===== src/switch_on_to_fault_pkg.sv =====
// Purpose: Shared constants and types for the switch-on-to-fault block
// Assumes: 50 MHz core clock, Avalon-MM register access with 32-bit data
// Notes: Window time held in milliseconds per setting group
package switch_on_to_fault_pkg;
    localparam int CLK_HZ = 50000000;
    localparam int MS_TIME = 1; // Timebase unit in ms
    localparam int MS_CYCLES = CLK_HZ / 1000 * MS_TIME;
    localparam int MS_CNT_W = 16;
    localparam logic [20:0] WIN_MAX_MS = 21'h1b7740; // 1800.000 s
    localparam logic [20:0] WIN_DEF_MS = 21'h0003e8; // 1.000 s
    localparam int N_GRP = 8;
    localparam int LOG_DEPTH = 12;
    localparam int ADDR_W = 6;
    // Word byte addresses
    localparam logic [ADDR_W-1:0] OFS_CTRL = 6'h00;
    localparam logic [ADDR_W-1:0] OFS_STATE = 6'h04;
    localparam logic [ADDR_W-1:0] OFS_IRQ_ST = 6'h08;
    localparam logic [ADDR_W-1:0] OFS_IRQ_MASK = 6'h0c;
    localparam logic [ADDR_W-1:0] OFS_WIN_TIME = 6'h10;
    localparam logic [ADDR_W-1:0] OFS_LOG_SEL = 6'h14;
    localparam logic [ADDR_W-1:0] OFS_LOG_A = 6'h18;
    localparam logic [ADDR_W-1:0] OFS_LOG_B = 6'h1c;
    localparam logic [ADDR_W-1:0] OFS_EV_SEL = 6'h20;
    // Control fields
    localparam int CTRL_FORCE_LSB = 0;
    localparam int CTRL_FEN_BIT = 2;
    localparam int CTRL_GRP_LSB = 4;
    localparam logic [31:0] EV_SEL_RST = 32'h000000ff;
    // Events: bit 2k is ON, 2k+1 is OFF; k = init, block, active, trip
    localparam int N_EV = 8;
    typedef enum logic [1:0] {
        FRC_NORMAL = 2'h0,
        FRC_BLOCKED = 2'h1,
        FRC_ACTIVE = 2'h2,
        FRC_TRIP = 2'h3
    } switch_on_to_fault_force_type;
    typedef enum logic [2:0] {
        ST_NORMAL = 3'h0,
        ST_INIT = 3'h1,
        ST_ACTIVE = 3'h2,
        ST_TRIP = 3'h3,
        ST_BLOCKED = 3'h4
    } switch_on_to_fault_code_type;
    typedef struct packed {
        logic blocked;
        logic active;
        logic trip;
    } switch_on_to_fault_out_type;
    typedef struct packed {
        logic [2:0] group;
        logic [20:0] remain_ms;
        logic [20:0] elapsed_ms;
        logic [31:0] stamp;
    } switch_on_to_fault_log_type;
endpackage : switch_on_to_fault_pkg


===== src/switch_on_to_fault_tick.sv =====
// Purpose: Millisecond enable pulse from the core clock
// Assumes: Single core clock
// Notes: One-cycle pulse every MS_CYCLES cycles
`timescale 1ns/1ns
module switch_on_to_fault_tick import switch_on_to_fault_pkg::*; (
    input wire logic core_clk,
    input wire logic sys_rst,
    output logic ms_tick
);
    logic [MS_CNT_W-1:0] cnt_q;
    // Divider
    always_ff @(posedge core_clk) begin
        if (sys_rst || cnt_q == MS_CNT_W'(MS_CYCLES - 1)) begin
            cnt_q <= '0;
        end else begin
            cnt_q <= cnt_q + 1'b1;
        end
    end
    assign ms_tick = (cnt_q == MS_CNT_W'(MS_CYCLES - 1));
endmodule : switch_on_to_fault_tick


===== src/switch_on_to_fault_log.sv =====
// Purpose: Twelve-entry circular log of activations
// Assumes: Write pulse from the core logic
// Notes: Index 0 reads the newest entry
`timescale 1ns/1ns
module switch_on_to_fault_log import switch_on_to_fault_pkg::*; (
    input wire logic core_clk,
    input wire logic sys_rst,
    input wire logic wr_en,
    input switch_on_to_fault_log_type wr_data,
    input wire logic [3:0] rd_idx,
    output switch_on_to_fault_log_type rd_data
);
    switch_on_to_fault_log_type mem_q [LOG_DEPTH];
    logic [3:0] wp_q;
    logic [3:0] slot;
    // Write pointer and storage
    always_ff @(posedge core_clk) begin
        if (sys_rst) begin
            wp_q <= '0;
        end else if (wr_en) begin
            mem_q[wp_q] <= wr_data;
            wp_q <= (wp_q == 4'(LOG_DEPTH - 1)) ? 4'h0 : wp_q + 4'h1;
        end
    end
    // Newest-first lookup
    always_comb begin
        slot = (wp_q > rd_idx) ? wp_q - rd_idx - 4'h1 : 4'(LOG_DEPTH) + wp_q - rd_idx - 4'h1;
        rd_data = (rd_idx < 4'(LOG_DEPTH)) ? mem_q[slot] : '0;
    end
endmodule : switch_on_to_fault_log


===== src/switch_on_to_fault_core.sv =====
// Purpose: Switch-on-to-fault arming, instant trip, status, events and log
// Assumes: Inputs arrive from pins; two flops before use
// Notes: Registers on Avalon-MM, one wait state on every access
`timescale 1ns/1ns
module switch_on_to_fault_core import switch_on_to_fault_pkg::*; (
    input wire logic core_clk,
    input wire logic sys_rst,
    input wire logic arm_in,
    input wire logic block_in,
    input wire logic [7:0] trigger_in,
    input wire logic [2:0] group_sel_in,
    input wire logic [ADDR_W-1:0] avs_address,
    input wire logic avs_read,
    input wire logic avs_write,
    input wire logic [31:0] avs_writedata,
    output logic [31:0] avs_readdata,
    output logic avs_waitrequest,
    output switch_on_to_fault_out_type switch_on_to_fault_out,
    output logic [2:0] state_indication,
    output logic irq
);
    typedef enum logic [2:0] {
        FSM_IDLE = 3'b001,
        FSM_ARMED = 3'b010,
        FSM_TRIP = 3'b100
    } switch_on_to_fault_fsm_type;

    switch_on_to_fault_fsm_type fsm_q;
    logic [1:0] arm_s_q, blk_s_q;
    logic [7:0] trg_s0_q, trg_s1_q;
    logic [2:0] grp_s0_q, grp_s1_q;
    logic arm_d1_q;
    logic arm_rise, blk, trg_any, ms_tick;
    logic [20:0] remain_q, elapsed_q;
    logic [20:0] win_q [N_GRP];
    logic [1:0] force_sel_q;
    logic force_en_q;
    logic [2:0] grp_cfg_q;
    logic [2:0] grp_used;
    logic [N_EV-1:0] ev_st_q, ev_mask_q, ev_sel_q, ev_raw;
    logic [3:0] log_idx_q;
    logic [31:0] stamp_q;
    switch_on_to_fault_out_type raw_out, out_q, out_prev_q;
    logic init_q, init_prev_q;
    logic wait_q;
    logic acc, rd_load, log_wr;
    switch_on_to_fault_log_type log_rd, log_wd;

    function automatic logic [20:0] clip_ms(input logic [31:0] v);
        clip_ms = (v > 32'(WIN_MAX_MS)) ? WIN_MAX_MS : v[20:0];
    endfunction : clip_ms

    // Pin synchronisers, inputs are binary only
    always_ff @(posedge core_clk) begin
        if (sys_rst) begin
            arm_s_q <= '0;
            blk_s_q <= '0;
            trg_s0_q <= '0;
            trg_s1_q <= '0;
            grp_s0_q <= '0;
            grp_s1_q <= '0;
            arm_d1_q <= 1'b0;
        end else begin
            arm_s_q <= {arm_s_q[0], arm_in};
            blk_s_q <= {blk_s_q[0], block_in};
            trg_s0_q <= trigger_in;
            trg_s1_q <= trg_s0_q;
            grp_s0_q <= group_sel_in;
            grp_s1_q <= grp_s0_q;
            arm_d1_q <= arm_s_q[1];
        end
    end
    assign arm_rise = arm_s_q[1] & ~arm_d1_q;
    assign blk = blk_s_q[1];
    assign trg_any = |trg_s1_q;
    assign grp_used = grp_s1_q | grp_cfg_q;

    switch_on_to_fault_tick u_tick (
        .core_clk(core_clk),
        .sys_rst(sys_rst),
        .ms_tick(ms_tick)
    );

    // Armed window state machine
    always_ff @(posedge core_clk) begin
        if (sys_rst) begin
            fsm_q <= FSM_IDLE;
            remain_q <= '0;
            elapsed_q <= '0;
        end else begin
            case (fsm_q)
                FSM_IDLE: begin
                    if (arm_rise && !blk) begin
                        fsm_q <= FSM_ARMED;
                        remain_q <= win_q[grp_used];
                        elapsed_q <= '0;
                    end
                end
                FSM_ARMED: begin
                    if (blk) begin
                        fsm_q <= FSM_IDLE;
                    end else if (trg_any) begin
                        fsm_q <= FSM_TRIP;
                    end else if (remain_q == '0) begin
                        fsm_q <= FSM_IDLE;
                    end else if (ms_tick) begin
                        remain_q <= remain_q - 21'h1;
                        elapsed_q <= elapsed_q + 21'h1;
                    end
                end
                FSM_TRIP: begin
                    if (blk || !trg_any) begin
                        fsm_q <= FSM_IDLE;
                    end
                end
                default: fsm_q <= FSM_IDLE;
            endcase
        end
    end

    // Raw outputs, optionally forced
    always_comb begin
        raw_out.blocked = blk;
        raw_out.active = (fsm_q == FSM_ARMED) && !blk;
        // Trip stays up while a trigger holds, until the trigger releases or block is raised
        raw_out.trip = (fsm_q == FSM_ARMED || fsm_q == FSM_TRIP) && !blk && trg_any;
        if (force_en_q) begin
            raw_out.blocked = (force_sel_q == FRC_BLOCKED);
            raw_out.active = (force_sel_q == FRC_ACTIVE);
            raw_out.trip = (force_sel_q == FRC_TRIP);
        end
    end
    assign switch_on_to_fault_out = raw_out; // Instant trip path

    // Output history for event edges
    always_ff @(posedge core_clk) begin
        if (sys_rst) begin
            out_q <= '0;
            out_prev_q <= '0;
            init_q <= 1'b0;
            init_prev_q <= 1'b0;
        end else begin
            out_q <= raw_out;
            out_prev_q <= out_q;
            init_q <= arm_rise && !blk;
            init_prev_q <= init_q;
        end
    end

    // ON and OFF events per condition
    assign ev_raw = {~out_q.trip & out_prev_q.trip, out_q.trip & ~out_prev_q.trip,
                     ~out_q.active & out_prev_q.active, out_q.active & ~out_prev_q.active,
                     ~out_q.blocked & out_prev_q.blocked, out_q.blocked & ~out_prev_q.blocked,
                     ~init_q & init_prev_q, init_q & ~init_prev_q};
    assign log_wr = out_q.active & ~out_prev_q.active;
    assign log_wd = '{group: grp_used, remain_ms: remain_q, elapsed_ms: elapsed_q,
                      stamp: stamp_q};

    // Status code
    always_comb begin
        if (force_en_q) begin
            case (force_sel_q)
                FRC_BLOCKED: state_indication = ST_BLOCKED;
                FRC_ACTIVE: state_indication = ST_ACTIVE;
                FRC_TRIP: state_indication = ST_TRIP;
                default: state_indication = ST_NORMAL;
            endcase
        end else if (blk) begin
            state_indication = ST_BLOCKED;
        end else if (raw_out.trip || fsm_q == FSM_TRIP) begin
            state_indication = ST_TRIP;
        end else if (init_q) begin
            state_indication = ST_INIT;
        end else if (raw_out.active) begin
            state_indication = ST_ACTIVE;
        end else begin
            state_indication = ST_NORMAL;
        end
    end

    switch_on_to_fault_log u_log (
        .core_clk(core_clk),
        .sys_rst(sys_rst),
        .wr_en(log_wr),
        .wr_data(log_wd),
        .rd_idx(log_idx_q),
        .rd_data(log_rd)
    );

    // Free-running ms time stamp
    always_ff @(posedge core_clk) begin
        if (sys_rst) begin
            stamp_q <= '0;
        end else if (ms_tick) begin
            stamp_q <= stamp_q + 32'h1;
        end
    end

    // Bus handshake, one wait state: read data loads in the wait cycle,
    // the access is taken at the edge where waitrequest is low
    assign acc = (avs_read || avs_write) && !wait_q;
    assign rd_load = avs_read && wait_q;
    always_ff @(posedge core_clk) begin
        if (sys_rst) begin
            wait_q <= 1'b1;
        end else begin
            wait_q <= !(avs_read || avs_write) || !wait_q;
        end
    end
    assign avs_waitrequest = wait_q;

    // Configuration registers
    always_ff @(posedge core_clk) begin
        if (sys_rst) begin
            force_sel_q <= FRC_NORMAL;
            force_en_q <= 1'b0;
            grp_cfg_q <= '0;
            ev_mask_q <= '0;
            ev_sel_q <= EV_SEL_RST[N_EV-1:0];
            log_idx_q <= '0;
            for (int i = 0; i < N_GRP; i++) begin
                win_q[i] <= WIN_DEF_MS;
            end
        end else if (acc && avs_write) begin
            case (avs_address)
                OFS_CTRL: begin
                    force_sel_q <= avs_writedata[CTRL_FORCE_LSB +: 2];
                    force_en_q <= avs_writedata[CTRL_FEN_BIT];
                    grp_cfg_q <= avs_writedata[CTRL_GRP_LSB +: 3];
                end
                OFS_IRQ_MASK: ev_mask_q <= avs_writedata[N_EV-1:0];
                OFS_WIN_TIME: win_q[grp_used] <= clip_ms(avs_writedata);
                OFS_LOG_SEL: log_idx_q <= avs_writedata[3:0];
                OFS_EV_SEL: ev_sel_q <= avs_writedata[N_EV-1:0];
                default: ;
            endcase
        end
    end

    // Sticky event status, set wins over read-clear
    always_ff @(posedge core_clk) begin
        if (sys_rst) begin
            ev_st_q <= '0;
        end else if (acc && avs_read && avs_address == OFS_IRQ_ST) begin
            // Clear only what the read returned, so nothing set in between is lost
            ev_st_q <= (ev_st_q & ~avs_readdata[N_EV-1:0]) | (ev_raw & ev_sel_q);
        end else begin
            ev_st_q <= ev_st_q | (ev_raw & ev_sel_q);
        end
    end
    assign irq = |(ev_st_q & ev_mask_q);

    // Read data
    always_ff @(posedge core_clk) begin
        if (sys_rst) begin
            avs_readdata <= '0;
        end else if (rd_load) begin
            case (avs_address)
                OFS_CTRL: avs_readdata <= {25'h0, grp_cfg_q, 1'b0, force_en_q, force_sel_q};
                OFS_STATE: avs_readdata <= {26'h0, switch_on_to_fault_out, state_indication};
                OFS_IRQ_ST: avs_readdata <= {24'h0, ev_st_q};
                OFS_IRQ_MASK: avs_readdata <= {24'h0, ev_mask_q};
                OFS_WIN_TIME: avs_readdata <= {11'h0, win_q[grp_used]};
                OFS_LOG_SEL: avs_readdata <= {25'h0, log_rd.group, log_idx_q};
                OFS_LOG_A: avs_readdata <= {log_rd.remain_ms[10:0], log_rd.elapsed_ms};
                OFS_LOG_B: avs_readdata <= log_rd.stamp;
                OFS_EV_SEL: avs_readdata <= {24'h0, ev_sel_q};
                default: avs_readdata <= '0;
            endcase
        end
    end

    // Checks
    chk_trip_needs_arm: assert property (@(posedge core_clk) disable iff (sys_rst)
        switch_on_to_fault_out.trip && !force_en_q |-> (fsm_q == FSM_ARMED || fsm_q == FSM_TRIP) && trg_any)
        else $error("trip without armed window");
    chk_block_stops: assert property (@(posedge core_clk) disable iff (sys_rst)
        blk && !force_en_q |-> !switch_on_to_fault_out.trip && !switch_on_to_fault_out.active)
        else $error("output while blocked");
    chk_arm_start: assert property (@(posedge core_clk) disable iff (sys_rst)
        fsm_q == FSM_IDLE && arm_rise && !blk |=> fsm_q == FSM_ARMED && elapsed_q == 0)
        else $error("arming edge ignored");
    chk_window_load: assert property (@(posedge core_clk) disable iff (sys_rst)
        fsm_q == FSM_IDLE && arm_rise && !blk |=> remain_q == $past(win_q[grp_used]))
        else $error("window not loaded");
    chk_expire_idle: assert property (@(posedge core_clk) disable iff (sys_rst)
        fsm_q == FSM_ARMED && remain_q == 0 && !trg_any && !blk |=> fsm_q == FSM_IDLE)
        else $error("window did not end");
    chk_force_code: assert property (@(posedge core_clk) disable iff (sys_rst)
        force_en_q && force_sel_q == FRC_TRIP |-> state_indication == ST_TRIP)
        else $error("forced code wrong");
    chk_block_code: assert property (@(posedge core_clk) disable iff (sys_rst)
        !force_en_q && blk |-> state_indication == ST_BLOCKED)
        else $error("blocked code wrong");
    chk_trip_event: assert property (@(posedge core_clk) disable iff (sys_rst)
        $rose(out_q.trip) && ev_sel_q[6] |=> ev_st_q[6])
        else $error("trip event lost");
    chk_irq_clear: assert property (@(posedge core_clk) disable iff (sys_rst)
        acc && avs_read && avs_address == OFS_IRQ_ST && ev_st_q == avs_readdata[N_EV-1:0]
        && (ev_raw & ev_sel_q) == '0 |=> !irq)
        else $error("status read did not clear irq");
    chk_log_write: assert property (@(posedge core_clk) disable iff (sys_rst)
        $rose(switch_on_to_fault_out.active) |=> log_wr)
        else $error("activation not logged");
    cov_trip: cover property (@(posedge core_clk) disable iff (sys_rst)
        fsm_q == FSM_ARMED ##1 fsm_q == FSM_TRIP);
    cov_expire: cover property (@(posedge core_clk) disable iff (sys_rst)
        fsm_q == FSM_ARMED && remain_q == 0 ##1 fsm_q == FSM_IDLE);
    cov_block: cover property (@(posedge core_clk) disable iff (sys_rst)
        fsm_q == FSM_ARMED ##1 blk);
endmodule : switch_on_to_fault_core


===== config.mk =====
export PLATFORM = sky130hd
export DESIGN_NAME = switch_on_to_fault_core
export DESIGN_NICKNAME = d
export VERILOG_FILES = /design/src/switch_on_to_fault_pkg.sv /design/src/switch_on_to_fault_tick.sv /design/src/switch_on_to_fault_log.sv /design/src/switch_on_to_fault_core.sv
export SDC_FILE = /design/constraint.sdc
export NUM_CORES = 1
export LEC_CHECK = 0
export ABC_AREA = 1
export BUFFER_PORTS_ARGS = -buffer_cell sky130_fd_sc_hd__buf_2
export CORE_AREA = 2 2 362 364
export CTS_CLUSTER_SIZE = 20
export DETAILED_ROUTE_END_ITERATION = 12
export DIE_AREA = 0 0 364 366
export GPL_TIMING_DRIVEN = 1
export HOLD_SLACK_MARGIN = 0.02
export PLACE_DENSITY = 0.57
export RECOVER_POWER = 100
export SLEW_MARGIN = 30
export SYNTH_ARGS = -nofsm -noshare
export SYNTH_HDL_FRONTEND = slang
export SYNTH_HIERARCHICAL = 1
export SYNTH_SLANG_ARGS = --single-unit

===== constraint.sdc =====
create_clock -name core_clk -period 13.15 [get_ports core_clk]
set_clock_uncertainty 0.2 [all_clocks]
set_input_delay 1.9725 -clock core_clk [delete_from_list [all_inputs] [get_ports core_clk]]
set_output_delay 1.9725 -clock core_clk [all_outputs]
set_load 0.1 [all_outputs]

==> results.py, run 1 <==
metrics = {
    "status": {
        "status": "complete, but fails checks",
        "violations": "max-capacitance violations, max-slew violations",
    },
    "setup_path": {
        "critPathCaptureType": "register",
        "reg2reg_capture_point": "win_q[0][11]",
        "rrSetupSlack_ns": 4.58,
        "crit_type": "reg -> reg",
        "crit_arrival_ns": 8.69,
        "critPathLaunchType": "register",
        "crit_path_max_fanout": 63,
        "r2r_startpoint": "grp_cfg_q[0]",
        "worstRegToRegCells": 7,
        "cpPeakStageDelay_ns": 2.74,
        "crit_chain": "nor2_4 > clkbuf_1 > clkinvlp_2 > nor2_1 > nand2_1 > nand2_1 > clkbuf_1",
        "worst_path_max_delay_cell": "clkinvlp_2",
        "crit_required_ns": 13.27,
    },
    "logic_synthesis": {
        "ys_warn_count": 6,
        "post_synth_instance_area_um2": 50700,
        "avgSynthCellArea_um2": 10.6,
        "netlist_instances": 4808,
        "synth_fp_nets": 4881,
    },
    "route": {
        "avgRoutedWirePerCell_um": 22.5,
        "finalWirelength_um": 149000,
        "post_drt_via_cell_ratio": 5.44,
        "drc_errors": 0,
        "vias": 36100,
        "drt.antenna.violating_nets": 0,
        "dr.pass1.iters": 6,
        "drt_first_iter_violations": 3840,
    },
    "sta": {
        "min_period_over_period_pct": 65.2,
        "unrepaired_setup_endpoints_after_global_routing": "no",
        "setup-violations-final": 0,
        "hold_violations": 0,
        "maxSlewViolCount": 1348,
        "max_clock_freq_ghz": 0.117,
        "fin_ws_ns": 4.58,
        "post-route-min-period_ns": 8.57,
        "timing_worst_slew_pin_value_ns": 4.77,
        "slew_headroom_pct": -218,
        "setup-tns-final_ns": 0,
    },
    "power": {
        "power_density_nw_per_um2": 141,
        "clock_power_share_pct": 45.4,
        "power_leakage_nw": 19.5,
        "switching_share_pct": 21.5,
        "power.switching_mw": 1.70,
        "power.ir.vdd_worst_v": 0.000122,
        "cellInternalPower_mw": 6.21,
        "share_comb_of_total_power_pct": 3.4,
        "power.share.sequential_pct": 51.2,
    },
    "cts": {
        "clock_tree.buffer_depth": 3,
        "clock_insertion_delay_worst_skew_ns": 0.73,
        "cts_tree": "built",
        "cts_root_buffer": "clkbuf_16",
        "post_cts.resized_instances": 0,
        "cts_htree_levels": 3,
        "cts_num_sinks": 1171,
        "cts_made_buffers": 120,
        "clk_transition_reported_paths_ns": 0.07,
        "post_cts.repair.setup_buffers": 0,
        "cts_hold_buffers": 0,
    },
    "hold_path": {
        "timing.hold.worst.start": "trg_s0_q[4]",
        "timing.hold.worst_path_depth": 2,
        "hold_path.class": "reg -> reg",
        "hold_end": "trg_s1_q[4]",
    },
    "global_routing": {
        "grt_pass1_vias": 34400,
        "grt_max_degree": 194,
        "grt_first_pass_wirelength_um": 223000,
        "grt_util_all_layers_pct": 22.0,
        "grt_antenna_before_repair": 1,
        "grt_overflow_total": 0,
    },
    "die": {
        "num_rows": 132,
        "chip_height_um": 366,
        "design.die.area_um2": 133000,
        "dieWidth_um": 364,
        "start_util_pct": 39.3,
        "core_area_um2": 129000,
        "io_pins": 95,
    },
    "place": {
        "dpl.hpwl_um": 86600,
        "routability_congestion_estimate": 0.889,
        "preCtsSetupSlack_ns": 8.19,
        "placement.cell_area_um2": 52500,
        "place.port_buffers": 94,
    },
    "finish": {
        "n_antenna_cell": 0,
        "final_area_um2": 56200,
        "fin_nets": 4853,
        "layout-drive-gt1-share_pct": 9.07,
        "area_delta_synth_final_pct": 10.8,
    },
    "job": {
        "drv.max_cap_violation_count": 35,
    },
}
flip-flops by register name (all words and copies together), names as in the netlist, 8 cells and up:
signal	count
avs_readdata	32
elapsed_q	21
ev_mask_q	8
ev_sel_q	8
ev_st_q	8
remain_q	21
stamp_q	32
trg_s0_q	8
trg_s1_q	8
u_log/mem_q	804
u_tick/cnt_q	16
win_q	168
worst max-delay path: cells and delay by family (launching register included):
kind          cells  cell delay, ns
flops             1            0.36
buf+inv           3            5.42
simple gates      4            2.16
placed cells by master (no fill, tap or decap), types with 23 or more instances in the layout:
cell type,count
a21oi_1,172
buf_2,53
buf_4,25
clkbuf_1,98
clkbuf_16,125
clkinv_1,23
dfxtp_1,199
edfxtp_1,972
inv_1,305
nand2_1,660
nand3_1,273
nand4_1,42
nor2_1,772
nor2_2,63
nor3_1,24
o211ai_1,78
o21ai_0,432
o21ai_1,120
o22a_1,38
o22ai_1,136
or2_2,43
area by class of cell:
type                       count  area, µm²
clock buffer                 165       3420
clock inverter                61        762
fill                       12200      72800
inverter                     329       1250
multi-input combinational   3005      14600
sequential                  1171      33200
tap                         1742       2180
timing repair buffer         153        767
stage by stage:
| stage | util, % | power (mW) | hold slack (ns) | std cells |
|---|---|---|---|---|
| finish | 43.6 | 7.91 | 0.201 | 6626 |
| CTS | 43.9 | 7.96 | 0.202 | 6626 |
| detailed placement | 40.7 | 4.39 | 0.194 | 6400 |
| floorplan | - | 4.28 | 0.188 | 4808 |
| global placement | 40.6 | 4.39 | 0.190 | 6396 |
| global route | 43.6 | 8.14 | 0.213 | 6626 |
power groups by stage:
| stage | Combinational [mW] | Sequential (mW) | Clock, mW |
|---|---|---|---|
| 6_report | 0.266 | 4.05 | 3.59 |
| 4_1_cts | 0.267 | 4.05 | 3.65 |
| 5_1_grt | 0.290 | 4.05 | 3.79 |
| 3_5_place_dp | 0.267 | 4.13 | 0 |
| 2_1_floorplan | 0.170 | 4.11 | 0 |
| 3_3_place_gp | 0.266 | 4.13 | 0 |
layer usage:
layer / track usage [%] / part of all wire [%] / up-vias / routed length [µm]
met1: 30.9 / 43 / 17800 / 64800
met5: 0 / 0.0087 / - / 13
met2: 34.7 / 46 / 1343 / 68200
li1: - / - / 16700 / -
met3: 3.59 / 7.5 / 252 / 11300
met4: 7.47 / 3.3 / 2 / 4940
how the worst max path moves through the flow:
stage	cells after the start	from	endpoint
after CTS	16	log_idx_q[0]	avs_readdata[11]
after global placement	5	sys_rst	u_log/mem_q[3][19]
after floorplan	3	sys_rst	u_log/mem_q[0][0]
after detailed placement	5	sys_rst	u_log/mem_q[0][43]
after global routing	7	grp_cfg_q[0]	win_q[0][2]
final	7	grp_cfg_q[0]	win_q[0][11]
Note: power is estimated with default switching activity, not from simulation.
==> run 2, diff against run 1 <==
- PLACE_DENSITY: 0.57 -> 0.59
- clock period: 13.15 -> 7.73 ns (I/O delays scaled with it)
==> results.py, run 2 (same netlist as run 1, synthesis figures left out) <==
metrics = {
    "status": {
        "status": "complete, but fails checks",
        "violations": "max-capacitance violations, max-slew violations",
    },
    "global_routing": {
        "grt_first_pass_wirelength_um": 224000,
        "grt_pass1_vias": 34500,
        "grt_util_all_layers_pct": 22.2,
        "grt_overflow_total": 0,
        "grt_max_degree": 204,
        "grt_antenna_before_repair": 2,
    },
    "power": {
        "power.ir.vdd_worst_v": 0.000183,
        "power_leakage_nw": 19.6,
        "power_density_nw_per_um2": 237,
    },
    "setup_path": {
        "r2r_startpoint": "grp_cfg_q[0]",
        "crit_type": "in -> reg",
        "crit_path_max_fanout": 40,
        "critPathLaunchType": "input port",
        "critPathCaptureType": "register",
        "crit_required_ns": 7.77,
        "reg2reg_capture_point": "win_q[5][8]",
        "rrSetupSlack_ns": 1.77,
        "crit_arrival_ns": 6.40,
        "worstRegToRegCells": 6,
    },
    "cts": {
        "cts_hold_buffers": 0,
        "clock_tree.buffer_depth": 3,
        "post_cts.repair.setup_buffers": 0,
        "cts_root_buffer": "clkbuf_16",
        "cts_tree": "built",
        "clk_transition_reported_paths_ns": 0.06,
        "cts_num_sinks": 1171,
        "cts_made_buffers": 121,
        "post_cts.resized_instances": 0,
        "cts_htree_levels": 3,
        "clock_insertion_delay_worst_skew_ns": 0.73,
    },
    "hold_path": {
        "hold_end": "grp_s1_q[2]",
        "hold_path.class": "reg -> reg",
        "timing.hold.worst_path_depth": 2,
        "timing.hold.worst.start": "grp_s0_q[2]",
    },
    "finish": {
        "layout.cells.most_common": "edfxtp_1",
        "layout-drive-gt1-share_pct": 9.26,
        "regMostFlops": "u_log/mem_q",
        "number_of_flip_flops_in_the_largest_register": 804,
        "fin_nets": 4858,
        "count_of_placed_standard_cells_in_the_final_layout_fillers_left_out": 6633,
        "reg.largest.list": "u_log/mem_q (804), win_q (168)",
        "final_area_um2": 56100,
        "area_delta_synth_final_pct": 10.7,
        "most-common-layout-cells": "edfxtp_1 (972), nor2_1 (783), nand2_1 (658), o21ai_0 (433), inv_1 (303)",
        "n_antenna_cell": 0,
        "utilization_pct": 43.5,
    },
    "route": {
        "dr.pass1.iters": 6,
        "vias": 36500,
        "post_drt_via_cell_ratio": 5.50,
        "avgRoutedWirePerCell_um": 22.8,
        "finalWirelength_um": 151000,
        "drt_first_iter_violations": 3984,
        "drc_errors": 0,
        "drt.antenna.violating_nets": 0,
    },
    "job": {
        "drv.max_cap_violation_count": 31,
    },
    "sta": {
        "timing_worst_slew_pin_value_ns": 3.50,
        "hold_violations": 0,
        "min_period_over_period_pct": 82.3,
        "maxSlewViolCount": 935,
        "unrepaired_setup_endpoints_after_global_routing": "no",
        "max_clock_freq_ghz": 0.157,
        "fin_ws_ns": 1.37,
        "slew_headroom_pct": -133,
        "post-route-min-period_ns": 6.36,
        "setup-violations-final": 0,
        "setup-tns-final_ns": 0,
    },
    "place": {
        "preCtsSetupSlack_ns": 3.05,
        "placement.cell_area_um2": 52400,
        "place_inst": 6404,
        "dpl.hpwl_um": 86400,
        "place.port_buffers": 94,
        "routability_congestion_estimate": 0.899,
    },
    "die": {
        "start_util_pct": 39.3,
        "dieWidth_um": 364,
        "num_rows": 132,
        "core_area_um2": 129000,
        "design.die.area_um2": 133000,
        "io_pins": 95,
        "chip_height_um": 366,
    },
}
==> run 2: how the worst max path moves through the flow <==
stage,startpoint,end,slack (ns),depth (start not counted)
after floorplan,sys_rst,u_log/mem_q[0][0],2.82,3
after global placement,log_idx_q[1],avs_readdata[1],3.04,21
after detailed placement,log_idx_q[2],avs_readdata[0],3.05,22
after CTS,log_idx_q[2],avs_readdata[0],2.98,22
after global routing,sys_rst,u_log/mem_q[10][61],1.34,5
final,sys_rst,u_log/mem_q[10][61],1.37,5
==> run 2: layer usage <==
metal / vias up / part of all wire, % / global-route usage, %
met5: - / 0 / 0
met4: 0 / 2.7 / 6.57
met3: 250 / 8.3 / 3.86
met2: 1553 / 45 / 34.2
met1: 18000 / 44 / 32.0
li1: 16700 / - / -
==> run 2: cell type report <==
type,instances,area [µm²]
fillers,12200,72900
clock buffers,170,3370
inverters,329,1250
multi-input cells,3005,14600
flip-flops and latches,1171,33200
well taps,1742,2180
repair buffers,157,846
clock inverters,59,682
==> run 2: worst max-delay path, cell delays in order <==
cell and delay [ns]:
clkbuf_1 0.67, nor2_1 0.43, nand2_1 0.17, nor2_1 1.33, clkbuf_1 2.56
==> run 2: metrics by stage <==
stage | power, mW | hold WS, ns
finish | 13.3 | 0.198
CTS | 13.4 | 0.200
global placement | 7.47 | 0.193
detailed placement | 7.47 | 0.194
global route | 13.7 | 0.216
floorplan | 7.29 | 0.188
==> run 2: report_power, final <==
group / internal [mW] / switching, mW / total [mW] / leakage [nW]
sequential: 6.82 / 0.0614 / 6.89 / 10.7
combinational: 0.114 / 0.344 / 0.458 / 6.98
clock: 3.50 / 2.48 / 5.98 / 1.98
total: 10.4 / 2.89 / 13.3 / 19.6
